File: config.mk
export PLATFORM = sky130hd
export DESIGN_NAME = ssw_top
export DESIGN_NICKNAME = d
export VERILOG_FILES = /design/src/logic/ssw_pin_filter.v /design/src/logic/ssw_top.v
export VERILOG_INCLUDE_DIRS = /design/src /design/src/logic
export SDC_FILE = /design/constraint.sdc
export NUM_CORES = 1
export LEC_CHECK = 0
export BUFFER_PORTS_ARGS = -buffer_cell sky130_fd_sc_hd__buf_2
export CAP_MARGIN = 10
export CORE_UTILIZATION = 50
export CTS_CLUSTER_SIZE = 8
export DETAILED_ROUTE_END_ITERATION = 12
export PLACE_DENSITY = 0.73
export SYNTH_ARGS = -nofsm -noshare
export SYNTH_HDL_FRONTEND = slang
export SYNTH_SLANG_ARGS = --single-unit
File: constraint.sdc
create_clock -name clk -period 3.4 [get_ports clk]
set_input_delay 0 -clock clk [delete_from_list [all_inputs] [get_ports clk]]
set_output_delay 0 -clock clk [all_outputs]
set_load 0.01 [all_outputs]
File: src/logic/ssw_consts.vh
// Constants for the supply supervisor and watchdog reset block
`ifndef SSW_CONSTS_VH
`define SSW_CONSTS_VH

// Clock and timebase
`define SSW_CLK_PERIOD_NS   10
`define SSW_TICK_US         100

// Hold periods, minimum, in ms
`define SSW_HOLD_A_MS       1
`define SSW_HOLD_B_MS       20
`define SSW_HOLD_C_MS       140
`define SSW_HOLD_D_MS       1120

// Watchdog periods, typical, in us
`define SSW_WD_W_US         6300
`define SSW_WD_X_US         102000
`define SSW_WD_Y_US         1600000
`define SSW_WD_Z_US         25600000

// Input filter times
`define SSW_MR_GLITCH_NS    100
`define SSW_MR_DEBOUNCE_US  20
`define SSW_UV_FILTER_US    80
`define SSW_STROBE_MIN_NS   50

// Register byte offsets
`define SSW_REG_CTRL        4'h0
`define SSW_REG_STATUS      4'h4
`define SSW_REG_WDCOUNT     4'h8

// Control fields
`define SSW_CTRL_HOLD_LSB   0
`define SSW_CTRL_WD_LSB     2
`define SSW_CTRL_WDEN_BIT   4

// Status fields
`define SSW_ST_RESET_BIT    0
`define SSW_ST_UV_BIT       1
`define SSW_ST_MR_BIT       2
`define SSW_ST_WDEXP_BIT    3
`define SSW_ST_DRIVEN_BIT   4
`define SSW_ST_STATE_LSB    5

`endif

File: src/logic/ssw_pin_filter.v
// Three-stage synchroniser with a stability filter for one pin
module ssw_pin_filter #(
   parameter STABLE_CYCLES = 1,
   parameter CNT_W         = 16,
   parameter INIT_LEVEL    = 1'b1
) (
   // Clock and reset
   input  wire             clk,
   input  wire             rst_n,
   // Pin side
   input  wire             pin,
   // Filtered side
   output reg              level,
   output reg              changed
);

   reg             sync1;
   reg             sync2;
   reg             sync3;
   reg [CNT_W-1:0] stable_cnt;
   wire            differs;

   localparam integer     LAST_I = STABLE_CYCLES - 1;
   localparam [CNT_W-1:0] LAST   = LAST_I[CNT_W-1:0];

   // Second and third stage agree on a level other than the held one
   assign differs = (sync2 == sync3) && (sync3 != level);

   always @(posedge clk) begin
      if (!rst_n) begin
         sync1      <= INIT_LEVEL;
         sync2      <= INIT_LEVEL;
         sync3      <= INIT_LEVEL;
         level      <= INIT_LEVEL;
         stable_cnt <= {CNT_W{1'b0}};
         changed    <= 1'b0;
      end else begin
         sync1   <= pin;
         sync2   <= sync1;
         sync3   <= sync2;
         changed <= 1'b0;
         if (!differs) begin
            stable_cnt <= {CNT_W{1'b0}};
         end else if (stable_cnt >= LAST) begin
            level      <= sync3;
            changed    <= 1'b1;
            stable_cnt <= {CNT_W{1'b0}};
         end else begin
            stable_cnt <= stable_cnt + 1'b1;
         end
      end
   end

endmodule

File: src/logic/ssw_top.v
// Supply supervisor with manual reset, watchdog and stretched reset output
//
// Decided for this implementation: the Avalon-MM interface to the registers and the register offsets.
`include "ssw_consts.vh"

module ssw_top #(
   parameter       HAS_WATCHDOG     = 1,
   parameter       HAS_MANUAL       = 1,
   parameter       OPEN_DRAIN       = 0,
   parameter [1:0] HOLD_SEL         = 2'd2,
   parameter [1:0] WD_SEL           = 2'd2,
   parameter       TICK_CYCLES      = `SSW_TICK_US * 1000 / `SSW_CLK_PERIOD_NS,
   parameter       UV_FILTER_CYCLES = `SSW_UV_FILTER_US * 1000 / `SSW_CLK_PERIOD_NS
) (
   // Clock and reset
   input  wire        clk,
   input  wire        rst_n,
   // Supervised inputs
   input  wire        supply_low_in,
   input  wire        manual_reset_in_n,
   input  wire        watchdog_strobe_in,
   input  wire        watchdog_strobe_driven,
   // Reset outputs
   output reg         reset_out_n,
   output wire        reset_out_n_oe,
   output reg         reset_out,
   // Avalon-MM slave
   input  wire [3:0]  avs_address,
   input  wire        avs_read,
   input  wire        avs_write,
   input  wire [31:0] avs_writedata,
   input  wire [3:0]  avs_byteenable,
   output reg  [31:0] avs_readdata,
   output wire        avs_waitrequest
);

   ////////////////////////////////////////////////////////////////////////
   // Derived timing

   localparam MR_GLITCH_CYCLES = (`SSW_MR_GLITCH_NS + `SSW_CLK_PERIOD_NS - 1)
                                 / `SSW_CLK_PERIOD_NS;
   localparam MR_DEBOUNCE_CYCLES = `SSW_MR_DEBOUNCE_US * 1000 / `SSW_CLK_PERIOD_NS;
   localparam MR_CYCLES = (MR_DEBOUNCE_CYCLES > MR_GLITCH_CYCLES) ?
                          MR_DEBOUNCE_CYCLES : MR_GLITCH_CYCLES;
   // One stable sample suffices; a 50 ns pulse spans five clocks
   localparam STROBE_CYCLES = (`SSW_STROBE_MIN_NS / `SSW_CLK_PERIOD_NS > 1) ? 1 : 1;

   localparam CNT_W = 18;
   localparam DIV_W = 16;

   localparam integer     TICK_LAST_I = TICK_CYCLES - 1;
   localparam [DIV_W-1:0] TICK_LAST   = TICK_LAST_I[DIV_W-1:0];

   ////////////////////////////////////////////////////////////////////////
   // States

   localparam [1:0] ST_RUN    = 2'd0;
   localparam [1:0] ST_ASSERT = 2'd1;
   localparam [1:0] ST_HOLD   = 2'd2;

   ////////////////////////////////////////////////////////////////////////
   // Period lookup, in timebase ticks

   function [CNT_W-1:0] hold_ticks;
      input [1:0] sel;
      integer     t;
      begin
         case (sel)
            2'd0:    t = `SSW_HOLD_A_MS * 1000 / `SSW_TICK_US;
            2'd1:    t = `SSW_HOLD_B_MS * 1000 / `SSW_TICK_US;
            2'd2:    t = `SSW_HOLD_C_MS * 1000 / `SSW_TICK_US;
            default: t = `SSW_HOLD_D_MS * 1000 / `SSW_TICK_US;
         endcase
         hold_ticks = t[CNT_W-1:0];
      end
   endfunction

   function [CNT_W-1:0] wd_ticks;
      input [1:0] sel;
      integer     t;
      begin
         case (sel)
            2'd0:    t = `SSW_WD_W_US / `SSW_TICK_US;
            2'd1:    t = `SSW_WD_X_US / `SSW_TICK_US;
            2'd2:    t = `SSW_WD_Y_US / `SSW_TICK_US;
            default: t = `SSW_WD_Z_US / `SSW_TICK_US;
         endcase
         wd_ticks = t[CNT_W-1:0];
      end
   endfunction

   ////////////////////////////////////////////////////////////////////////
   // Declarations

   reg  [1:0]       state;
   reg  [1:0]       next_state;
   reg  [DIV_W-1:0] div_cnt;
   reg              tick;
   reg  [CNT_W-1:0] hold_cnt;
   reg  [CNT_W-1:0] wd_cnt;
   reg              wd_expired;
   reg              wd_flag;
   reg  [1:0]       ctrl_hold_sel;
   reg  [1:0]       ctrl_wd_sel;
   reg              ctrl_wd_en;
   reg              bus_ack;

   wire             uv_level;
   wire             mr_level;
   wire             mr_filtered;
   wire             strobe_edge;
   wire             driven_level;
   wire             hold_cause;
   wire             wd_active;
   wire             wd_done;
   wire             hold_done;
   wire             bus_req;
   wire             wr_take;
   wire             wd_flag_clr;
   wire             enter_hold;
   wire [31:0]      status_word;
   wire [31:0]      ctrl_word;

   ////////////////////////////////////////////////////////////////////////
   // Input conditioning

   // Supply indication: short dips never reach the state machine
   ssw_pin_filter #(
      .STABLE_CYCLES (UV_FILTER_CYCLES),
      .CNT_W         (DIV_W),
      .INIT_LEVEL    (1'b0)
   ) u_uv_filter (
      .clk     (clk),
      .rst_n   (rst_n),
      .pin     (supply_low_in),
      .level   (uv_level),
      .changed ()
   );

   // Manual reset: glitch rejection and button debounce in one filter
   ssw_pin_filter #(
      .STABLE_CYCLES (MR_CYCLES),
      .CNT_W         (DIV_W),
      .INIT_LEVEL    (1'b1)
   ) u_mr_filter (
      .clk     (clk),
      .rst_n   (rst_n),
      .pin     (manual_reset_in_n),
      .level   (mr_filtered),
      .changed ()
   );

   // Absent manual reset reads as released
   assign mr_level = HAS_MANUAL ? mr_filtered : 1'b1;

   // Strobe: any settled change is an edge
   ssw_pin_filter #(
      .STABLE_CYCLES (STROBE_CYCLES),
      .CNT_W         (DIV_W),
      .INIT_LEVEL    (1'b0)
   ) u_strobe_filter (
      .clk     (clk),
      .rst_n   (rst_n),
      .pin     (watchdog_strobe_in),
      .level   (),
      .changed (strobe_edge)
   );

   // Pad sense of a driven strobe
   ssw_pin_filter #(
      .STABLE_CYCLES (1),
      .CNT_W         (DIV_W),
      .INIT_LEVEL    (1'b0)
   ) u_driven_filter (
      .clk     (clk),
      .rst_n   (rst_n),
      .pin     (watchdog_strobe_driven),
      .level   (driven_level),
      .changed ()
   );

   ////////////////////////////////////////////////////////////////////////
   // Timebase

   assign enter_hold = (next_state == ST_HOLD) && (state != ST_HOLD);

   // Restarting at hold entry keeps the hold at least its minimum
   always @(posedge clk) begin
      if (!rst_n) begin
         div_cnt <= {DIV_W{1'b0}};
         tick    <= 1'b0;
      end else if (enter_hold) begin
         div_cnt <= {DIV_W{1'b0}};
         tick    <= 1'b0;
      end else if (div_cnt >= TICK_LAST) begin
         div_cnt <= {DIV_W{1'b0}};
         tick    <= 1'b1;
      end else begin
         div_cnt <= div_cnt + 1'b1;
         tick    <= 1'b0;
      end
   end

   ////////////////////////////////////////////////////////////////////////
   // Reset sequencer

   assign hold_cause = uv_level || !mr_level;
   assign hold_done  = tick && (hold_cnt + 1'b1 >= hold_ticks(ctrl_hold_sel));

   always @* begin
      next_state = state;
      case (state)
         ST_RUN: begin
            if (hold_cause) begin
               next_state = ST_ASSERT;
            end else if (wd_expired) begin
               next_state = ST_HOLD;
            end
         end
         ST_ASSERT: begin
            if (!hold_cause) begin
               next_state = ST_HOLD;
            end
         end
         ST_HOLD: begin
            if (hold_cause) begin
               next_state = ST_ASSERT;
            end else if (hold_done) begin
               next_state = ST_RUN;
            end
         end
         default: begin
            next_state = ST_HOLD;
         end
      endcase
   end

   always @(posedge clk) begin
      if (!rst_n) begin
         state    <= ST_HOLD;
         hold_cnt <= {CNT_W{1'b0}};
      end else begin
         state <= next_state;
         if (next_state != ST_HOLD || enter_hold) begin
            hold_cnt <= {CNT_W{1'b0}};
         end else if (tick) begin
            hold_cnt <= hold_cnt + 1'b1;
         end
      end
   end

   ////////////////////////////////////////////////////////////////////////
   // Watchdog

   // Disabled when the strobe is not driven or the option is absent
   assign wd_active = (HAS_WATCHDOG != 0) && ctrl_wd_en && driven_level;
   assign wd_done   = tick && (wd_cnt + 1'b1 >= wd_ticks(ctrl_wd_sel));

   always @(posedge clk) begin
      if (!rst_n) begin
         wd_cnt     <= {CNT_W{1'b0}};
         wd_expired <= 1'b0;
      end else begin
         wd_expired <= 1'b0;
         if (state != ST_RUN || hold_cause) begin
            wd_cnt <= {CNT_W{1'b0}};
         end else if (strobe_edge || !wd_active) begin
            wd_cnt <= {CNT_W{1'b0}};
         end else if (wd_done) begin
            wd_cnt     <= {CNT_W{1'b0}};
            wd_expired <= 1'b1;
         end else if (tick) begin
            wd_cnt <= wd_cnt + 1'b1;
         end
      end
   end

   ////////////////////////////////////////////////////////////////////////
   // Reset outputs

   always @(posedge clk) begin
      if (!rst_n) begin
         reset_out_n <= 1'b0;
         reset_out   <= 1'b1;
      end else begin
         reset_out_n <= (next_state == ST_RUN);
         reset_out   <= (next_state != ST_RUN);
      end
   end

   // Open drain drives only the low level
   assign reset_out_n_oe = OPEN_DRAIN ? !reset_out_n : 1'b1;

   ////////////////////////////////////////////////////////////////////////
   // Register bus: one wait state per access

   assign bus_req         = avs_read || avs_write;
   assign avs_waitrequest = bus_req && !bus_ack;
   assign wr_take         = avs_write && bus_ack;
   assign wd_flag_clr     = wr_take && (avs_address == `SSW_REG_STATUS) &&
                            avs_byteenable[0] && avs_writedata[`SSW_ST_WDEXP_BIT];

   assign ctrl_word = {27'h0, ctrl_wd_en, ctrl_wd_sel, ctrl_hold_sel};

   assign status_word = {25'h0, state, driven_level, wd_flag,
                         !mr_level, uv_level, !reset_out_n};

   always @(posedge clk) begin
      if (!rst_n) begin
         bus_ack      <= 1'b0;
         avs_readdata <= 32'h00000000;
      end else begin
         bus_ack <= bus_req && !bus_ack;
         if (avs_read && !bus_ack) begin
            case (avs_address)
               `SSW_REG_CTRL:    avs_readdata <= ctrl_word;
               `SSW_REG_STATUS:  avs_readdata <= status_word;
               `SSW_REG_WDCOUNT: avs_readdata <= {14'h0, wd_cnt};
               default:          avs_readdata <= 32'h00000000;
            endcase
         end
      end
   end

   // Control register, hold and watchdog selects default from the build options, watchdog enable to 1
   always @(posedge clk) begin
      if (!rst_n) begin
         ctrl_hold_sel <= HOLD_SEL;
         ctrl_wd_sel   <= WD_SEL;
         ctrl_wd_en    <= 1'b1;
      end else if (wr_take && avs_address == `SSW_REG_CTRL && avs_byteenable[0]) begin
         ctrl_hold_sel <= avs_writedata[`SSW_CTRL_HOLD_LSB +: 2];
         ctrl_wd_sel   <= avs_writedata[`SSW_CTRL_WD_LSB +: 2];
         ctrl_wd_en    <= avs_writedata[`SSW_CTRL_WDEN_BIT];
      end
   end

   // Sticky expiry flag; a new expiry beats a clear
   always @(posedge clk) begin
      if (!rst_n) begin
         wd_flag <= 1'b0;
      end else if (wd_expired) begin
         wd_flag <= 1'b1;
      end else if (wd_flag_clr) begin
         wd_flag <= 1'b0;
      end
   end

endmodule

; Word-level counts from Yosys, hierarchy flattened
; Index checks and enable logic that the tools add are counted.
[op_classes]
addsub = 7
n_lt_le_gt_ge = 7
n_eq_ne = 19
muxes = 14
n_bitwise = 5
reduce_logical = 47
[ops]
columns = operator, count
row1 = case mux 18 bit (3 select lines), 2
row2 = adder 16 x 1 -> 16 bit (second input constant), 5
row3 = case mux 14 bit (3 select lines), 1
row4 = adder 18 x 1 -> 18 bit (second input constant), 2
row5 = greater-or-equal comparator 18 bit, 2
row6 = greater-or-equal comparator 16 x 1 -> 1 bit (second input constant), 2
row7 = OR reduction 3 bit, 6
row8 = greater-or-equal comparator 16 x 11 -> 1 bit (second input constant), 1
row9 = greater-or-equal comparator 16 x 13 -> 1 bit (second input constant), 1
row10 = greater-or-equal comparator 16 x 14 -> 1 bit (second input constant), 1
row11 = logical AND 1 bit, 16
row12 = two-way mux 2 bit, 5
row13 = AND reduction 2 bit, 5
row14 = equality test 2 bit (second input constant), 4
row15 = zero test 2 bit, 4
row16 = equality test 2 x 1 -> 1 bit (second input constant), 3
row17 = case mux 2 bit (3 select lines), 1
row18 = nonzero test 2 bit, 3
row19 = logical OR 1 bit, 5
row20 = two-way mux 1 bit, 5
row21 = NOT 1 bit, 5
row22 = equality test 1 bit, 4
row23 = equality test 4 x 3 -> 1 bit (second input constant), 1
row24 = equality test 4 bit (second input constant), 1
row25 = 6 further kinds, 14
[word_totals]
ff_bits = 178
inputBits = 48
out_inout_bits = 36
wordCells = 134

; Depth between registers and ports, before layout
; Gate-level depths: netlist of the first run.
[logic_depth]
ltp_word = 11
mapped_depth = 16
ltp_nobuf = 14

; Cells and area by module
; From an unflattened synthesis of the first run, not the netlist that was laid out.
[unflattened]
cells_unflattened = 766
hier_area_um2 = 6836.6
[by_module_without_submodules]
columns = mod, n_inst, cells_each, area_each_um2, seq_area_each_um2
row1 = ssw_top, 1, 572, 4863.4, 1661.6
row2 = ssw_pin_filter at u_uv_filter, 1, 88, 834.6, 420.4
row3 = ssw_pin_filter at u_mr_filter, 1, 78, 810.8, 420.4
row4 = ssw_pin_filter at u_driven_filter ..., 2, 14, 163.9, 100.1

; Least setup slack after synthesis of the first run
; Ideal clock, no wire load.
[synth_timing]
kind = register to register
startpoint = register wd_cnt[0]
endpoint = register wd_cnt[10]
setup_ns = 0.128
arrival_ns = 3.204
required_ns = 3.272
slack_ns = 0.068
path_stages_with_launch = 17
path_buffers = 2
synth_period_minus_slack_ns = 3.332
path_cell_list = dfxtp_1 ha_1 and3_1 and3_1 and2_1 clkbuf_1 nand3_1 xnor2_1 ha_1 nand4_1 nor2_1 a21oi_1 o211ai_1 a31oi_1 o221ai_1 clkbuf_1 nor2_1
[synth_via]
elab_chain_len = 4
[synth_lines]
columns = item, line
row1 = "start, declared", ssw_top.v:100  ; reg [CNT_W-1:0] wd_cnt;
row2 = "start signal, assigned", ssw_top.v:261  ; wd_cnt <= {CNT_W{1'b0}};
row3 = "start signal, assigned", ssw_top.v:266  ; wd_cnt <= {CNT_W{1'b0}};
row4 = "start signal, assigned", ssw_top.v:268  ; wd_cnt <= {CNT_W{1'b0}};
row5 = adder 18 x 1 -> 18 bit *, "ssw_top.v:257, ssw_top.v:273"
row6 = greater-or-equal comparator 18 bit, ssw_top.v:257  ; assign wd_done = tick && (wd_cnt + 1'b1 >= wd_ticks(ctrl_wd_sel));
row7 = logical AND 1 bit, ssw_top.v:257
row8 = OR reduction 4 bit (no source line), --
; Mark *: on every way between the ends. The rest lies on a longest branch, timed or not.
; A chain may end at the register's enable or synchronous reset.

; Worst setup path after layout of the first run
[layout_timing]
startpoint = register hold_cnt[0]
endpoint = register hold_cnt[2]
[layout_via]
elab_chain_len = 10
elab_cells_between_ends = 11
classes_between = add/sub (1) / order compare (1) / eq/ne (2) / mux (3) / reduce/logical (4)
[layout_lines]
columns = item, line
row1 = "start, declared", ssw_top.v:99  ; reg [CNT_W-1:0] hold_cnt;
row2 = "start signal, assigned", ssw_top.v:241  ; hold_cnt <= {CNT_W{1'b0}};
row3 = "start signal, assigned", ssw_top.v:245  ; hold_cnt <= {CNT_W{1'b0}};
row4 = "start signal, assigned", ssw_top.v:247  ; hold_cnt <= hold_cnt + 1'b1;
row5 = adder 18 x 1 -> 18 bit *, "ssw_top.v:208, ssw_top.v:247"
row6 = greater-or-equal comparator 18 bit, ssw_top.v:208  ; assign hold_done = tick && (hold_cnt + 1'b1 >= hold_ticks(ctrl_hold_sel));
row7 = logical AND 1 bit, ssw_top.v:208
row8 = two-way mux 2 bit, ssw_top.v:228  ; end else if (hold_done) begin
row9 = two-way mux 2 bit, ssw_top.v:226  ; if (hold_cause) begin
row10 = case mux 2 bit (3 select lines), ssw_top.v:212  ; case (state)
row11 = equality test 2 bit, ssw_top.v:185  ; assign enter_hold = (next_state == ST_HOLD) && (state != ST_HOLD);
row12 = logical AND 1 bit, ssw_top.v:185
row13 = logical OR 1 bit, ssw_top.v:244  ; if (next_state != ST_HOLD || enter_hold) begin
row14 = OR reduction 2 bit (no source line), --
; Marked as above.

==> flow_summary.yaml, run 1 <==
synthesis:
  yosysUniqueCellTypes: 59
  yosys.area_share.simple_pct: 23.6
  synthTopCellsByArea: "dfxtp_1, ha_1, xor2_1, nor2_1, xnor2_1"
  synth_compound_area_share_pct: 9.21
  synth_cells: 736
  synth-seq-area-share_pct: 40.5
  synth_largest_area_cell: "dfxtp_1"
  synth_edf_count: 0
  synthFlopType: "dfxtp_1"
  synth_most_common_cell: "dfxtp_1"
  yosys.area_share.adder_pct: 7.48
  netlist.area_leader.share_pct: 40.5
  synth.mux.area_fraction_pct: 1.55
  synth_top_family_by_area: "simple AND/OR/NAND/NOR gates"
  synth-xor-area-share_pct: 12.4
  synth.ff_latch_count: 132
  syn_avg_cell_area_um2: 8.86
  synth_warnings: 0
  synthTopCellsByCount: "dfxtp_1, nor2_1, nand2_1"
  async_reset_ff_share_pct: 0
  syn_area_um2: 6520
detailed_routing:
  wl_per_cell_um: 13.6
  first_pass_iters: 4
  drt_first_iter_violations: 250
  viasPerCell: 5.21
  totalWireLength_um: 13400
  ant_nets: 0
  drc: 0
  vias: 5127
worst_setup_path:
  required_ns: 3.74
  cp.arrival_ns: 3.63
  r2r_start: "hold_cnt[0]"
  startpoint_type: "flop"
  cp-end-kind: "flop"
  crit_buf_inv: 0
  cp_top_family: "simple AND/OR/NAND/NOR gates"
  crit_slowest_cell: "or4_4"
  slowest_delay_ns: 0.47
  crit_chain: "nand3_1 > or3_4 > xnor2_1 > ha_1 > a211oi_1 > nor3b_1 > o41a_1 > or4_4 > a31o_4 > nor3_1"
  critical_path_class: "flop to flop"
  cp-startpoint: "hold_cnt[0]"
  timing.critical_path.fanout_max: 15
clock_network:
  cts-root-buf: "clkbuf_16"
  cts_tree: "yes"
  cts_max_level: 4
  numCtsBuffers: 17
  cts.path.max_buffers: 2
  cts_num_sinks: 132
  clk_pin_slew_ns: 0.06
  clk_latency_ns: 0.42
global_route:
  grt_pass1_wl_um: 22300
  grt_antenna_before_repair: 0
  grt_max_degree: 48
  grt_pass1_vias: 4897
  grt_usage_pct: 21.2
  grt.overflow.total: 0
timing:
  setup_violations: 0
  hold_viol: 0
  fmax_ghz: 0.304
  report.final.slew_viol_count: 0
  min_period_ns: 3.29
  slew_headroom_pct: 44.0
  skew_ns: 0.00868
  hold_slack_ns: 0.0115
  tightestPinTransition_ns: 0.840
  tns_ns: 0
  fin_crit_sh_pct: 96.7
die:
  rows: 41
  initial_core_util_pct: 51.5
  core_area_um2: 12700
  die_height_um: 116
  die_width_um: 116
  io_pins: 84
  dieArea_um2: 13500
placement:
  hpwl_um: 9400
  port-buffer-count: 38
  globalplace.congestion: 0.831
power:
  power.leakage_uw: 0.00317
  power_density_nw_per_um2: 473
  ir_drop_uv: 408
finish:
  nNetsFinal: 886
  antenna_cells: 0
  drive_gt1_share_pct: 14.2
  syn_to_final_growth_pct: 17.8
  fillers: 1049
run_status:
  status: "complete, no violations"
min_path:
  hp-start: "avs_address[1]"
  worstHoldPathType: "input pin to flop"
flow_run:
  maxCapViolCount: 0
[power breakdown]
part / switching (µW) / internal [µW] / total (µW)
combinational: 67.6 / 46.0 / 114
sequential: 11.1 / 1570 / 1580
clock: 683 / 1260 / 1940
[cell usage in the layout (no fill, tap or decap), types with 5 or more instances in the layout]
cell	n
dfxtp_1	127
clkbuf_16	17
o21ai_0	21
a21boi_0	5
ha_1	38
a22oi_1	18
xnor2_1	41
inv_1	18
a21oi_1	9
buf_2	38
conb_1	25
nor3_1	5
nor2_1	105
and3_1	21
buf_4	18
nor2b_1	27
dlygate4sd3_1	12
o21a_1	5
and2_1	15
xor2_1	51
nand3_1	38
nand4_1	13
mux2i_1	9
nand2_1	54
nand2b_1	7
[worst min-delay path, stage by stage]
cell and delay [ns]:
buf_2 0.09, nor3_1 0.08, a22oi_1 0.14, nor2b_1 0.06
[sequential cells by signal, indices dropped and copies added, names as in the netlist, 2 cells and up]
signal	flops
ctrl_wd_sel	2
wd_cnt	18
u_uv_filter.stable_cnt	16
hold_cnt	18
div_cnt	16
u_mr_filter.stable_cnt	16
avs_readdata	18
state	2
ctrl_hold_sel	2
[stage by stage]
stage                     area, µm²  util (%)  total power, µW  std cells  setup slack (ns)
final                          7680      60.6             3630        984             0.111
after global routing           7680      60.6             3740        984          -0.00723
after CTS                      7640      60.3             3660        984            0.0426
after detailed placement       6880      54.3             1710        940           -0.0335
after global placement         6880      54.3             1700        940             0.161
after floorplan                6610         -             1690        759            0.0684
[cells by family (layout without fill, tap and decap cells)]
| group | after synthesis | in the layout |
|---|---|---|
| buf+inv | 65 | 118 |
| simple gates | 309 | 309 |
| xor+xnor | 92 | 92 |
| flops | 132 | 132 |
| other cells | 2 | 25 |
| fa+ha+maj | 39 | 39 |
| mux | 10 | 10 |
| compound gates | 87 | 87 |
[per-layer routing]
metal	share of wire, %	track usage [%]
met1	46	25.7
met2	49	35.5
met3	3.2	5.40
met4	1.6	9.66
met5	0	0
[cell type report]
| cell class | instances | area [µm²] | area share (%) |
|---|---|---|---|
| Multi-Input combinational cell | 562 | 3670 | 47.8 |
| Sequential cell | 132 | 2650 | 34.5 |
| Clock buffer | 19 | 453 | 5.89 |
| Timing Repair Buffer | 68 | 445 | 5.80 |
| Tap cell | 172 | 215 | 2.80 |
| Clock inverter | 13 | 180 | 2.34 |
| Inverter | 18 | 67.6 | 0.879 |
[worst paths after layout]
check / endpoint / cells past startpoint / slack (ns)
worst max-delay path: hold_cnt[2] / 10 / 0.11
worst min-delay path: avs_readdata[5] / 4 / 0.01
worst max register to register: hold_cnt[2] / 10 / 0.11
worst min register to register: u_mr_filter.sync2 / 1 / 0.42
[what timing repair did]
action | CTS | global route
pin swaps | 0 | 1
hold buffers | 12 | 0
gates resized for setup | 3 | 14
endpoints found under the hold margin | 12 | 0
setup buffers | 0 | 0
gates cloned | 0 | 0
endpoints found under the setup margin | 2 | 39
No activity file was read; power rests on OpenSTA's default activity.
==> inputs of run 2 (changes only) <==
CORE_MARGIN = 2   (was unset)
==> run 2 against run 1 <==
Power is 4.4% lower. Via count is 2.1% lower. Critical path depth stayed put. Highest routed layer unchanged. Sequential cell count stayed put. Core utilization is 0.68 points lower.
==> flow_summary.yaml, run 2 (synthesis results as in run 1) <==
placement:
  place_ws_ns: 0.0538
  globalplace.congestion: 0.851
  port-buffer-count: 38
  hpwl_um: 9310
  dp.cells: 938
die:
  die_height_um: 118
  core_area_um2: 12700
  die_width_um: 118
  io_pins: 84
  dieArea_um2: 14000
  initial_core_util_pct: 51.5
  rows: 41
detailed_routing:
  drc: 0
  totalWireLength_um: 12900
  ant_nets: 0
  first_pass_iters: 4
  vias: 5019
  wl_per_cell_um: 13.2
  drt_first_iter_violations: 261
  viasPerCell: 5.12
timing:
  hold_viol: 0
  tightestPinTransition_ns: 0.804
  slew_headroom_pct: 46.4
  skew_ns: 0.0103
  fin_crit_sh_pct: 95.2
  report.final.slew_viol_count: 0
  tns_ns: 0
  setup_violations: 0
  setup_ws_ns: 0.163
  fmax_ghz: 0.309
  min_period_ns: 3.24
power:
  power.leakage_uw: 0.00312
  power_density_nw_per_um2: 458
  power.total_uw: 3480
  ir_drop_uv: 406
run_status:
  status: "complete, no violations"
clock_network:
  cts_tree: "yes"
  clk_latency_ns: 0.43
  numCtsBuffers: 17
  cts_max_level: 4
  cts_num_sinks: 132
  clk_pin_slew_ns: 0.06
  cts-root-buf: "clkbuf_16"
  post_cts_buffers: 0
  cts.path.max_buffers: 2
worst_setup_path:
  timing.critical_path.fanout_max: 6
  cp-end-kind: "flop"
  critical_path_class: "flop to flop"
  rrSetupSlack_ns: 0.16
  startpoint_type: "flop"
  required_ns: 3.76
  cp.arrival_ns: 3.59
global_route:
  grt_pass1_wl_um: 22200
  grt_max_degree: 48
  grt_pass1_vias: 5045
  grt_antenna_before_repair: 0
  grt.overflow.total: 0
  grt_usage_pct: 19.5
finish:
  reg.largest.list: "avs_readdata x18, hold_cnt x18, wd_cnt x18"
  fin_util_pct: 60.0
  layout_commonest_cell: "dfxtp_1"
  syn_to_final_growth_pct: 16.5
  fillers: 1091
  layout_common_cells: "dfxtp_1, nor2_1, nand2_1"
  fin_cells: 981
  drive_gt1_share_pct: 13.5
  nNetsFinal: 883
  antenna_cells: 0
flow_run:
  maxCapViolCount: 0
min_path:
  worstHoldPathType: "input pin to flop"
==> run 2: through the flow <==
| step | hold slack (ns) | instance area, µm² |
|---|---|---|
| finish | 0.0126 | 7600 |
| global route | 0.0379 | 7600 |
| CTS | 0.00460 | 7560 |
| detailed placement | 0.188 | 6870 |
| global placement | 0.182 | 6870 |
| floorplan | 0.101 | 6610 |
==> run 2: where the power goes <==
group / total [µW] / internal (µW) / switching, µW
registers: 1580 / 1570 / 10.7
logic: 111 / 44.8 / 65.9
clock network: 1790 / 1110 / 675
==> run 2: final cells by class <==
type                       instances  area [µm²]  share of cell area (%)
clock inverter                    12         131                    1.73
multi-input combinational        562        3660                    48.2
clock buffer                      20         457                    6.01
tap                              172         215                    2.83
inverter                          18        67.6                   0.889
sequential                       132        2650                    34.8
timing repair buffer              65         420                    5.53
==> run 2: worst paths after layout <==
check,startpoint,to,cells after the start
min reg2reg,u_mr_filter.sync1,u_mr_filter.sync2,1
max,hold_cnt[0],hold_cnt[0],10
min,avs_address[0],avs_readdata[6],4
max reg2reg,hold_cnt[0],hold_cnt[0],10
==> run 2: critical path, cell delays in order, from the launching register on <==
cell and delay, ns:
dfxtp_2 0.40, nand3_1 0.14, or3_4 0.44, xnor2_1 0.14, ha_1 0.32, a211oi_1 0.21
nor3b_1 0.09, o41a_1 0.42, or4_4 0.47, a2111oi_1 0.43, a41o_1 0.13
==> run 2: what timing repair did <==
action                                  in CTS  in global routing
hold buffers                                11                  0
endpoints found under the setup margin       0                 38
gates resized for setup                      0                 11
endpoints found under the hold margin       11                  0
==> run 2: metal layers <==
| metal | share of wire [%] | global-route usage [%] |
|---|---|---|
| met5 | 0 | 0 |
| met4 | 2.1 | 8.51 |
| met3 | 3.5 | 5.21 |
| met2 | 49 | 32.9 |
| met1 | 45 | 23.2 |
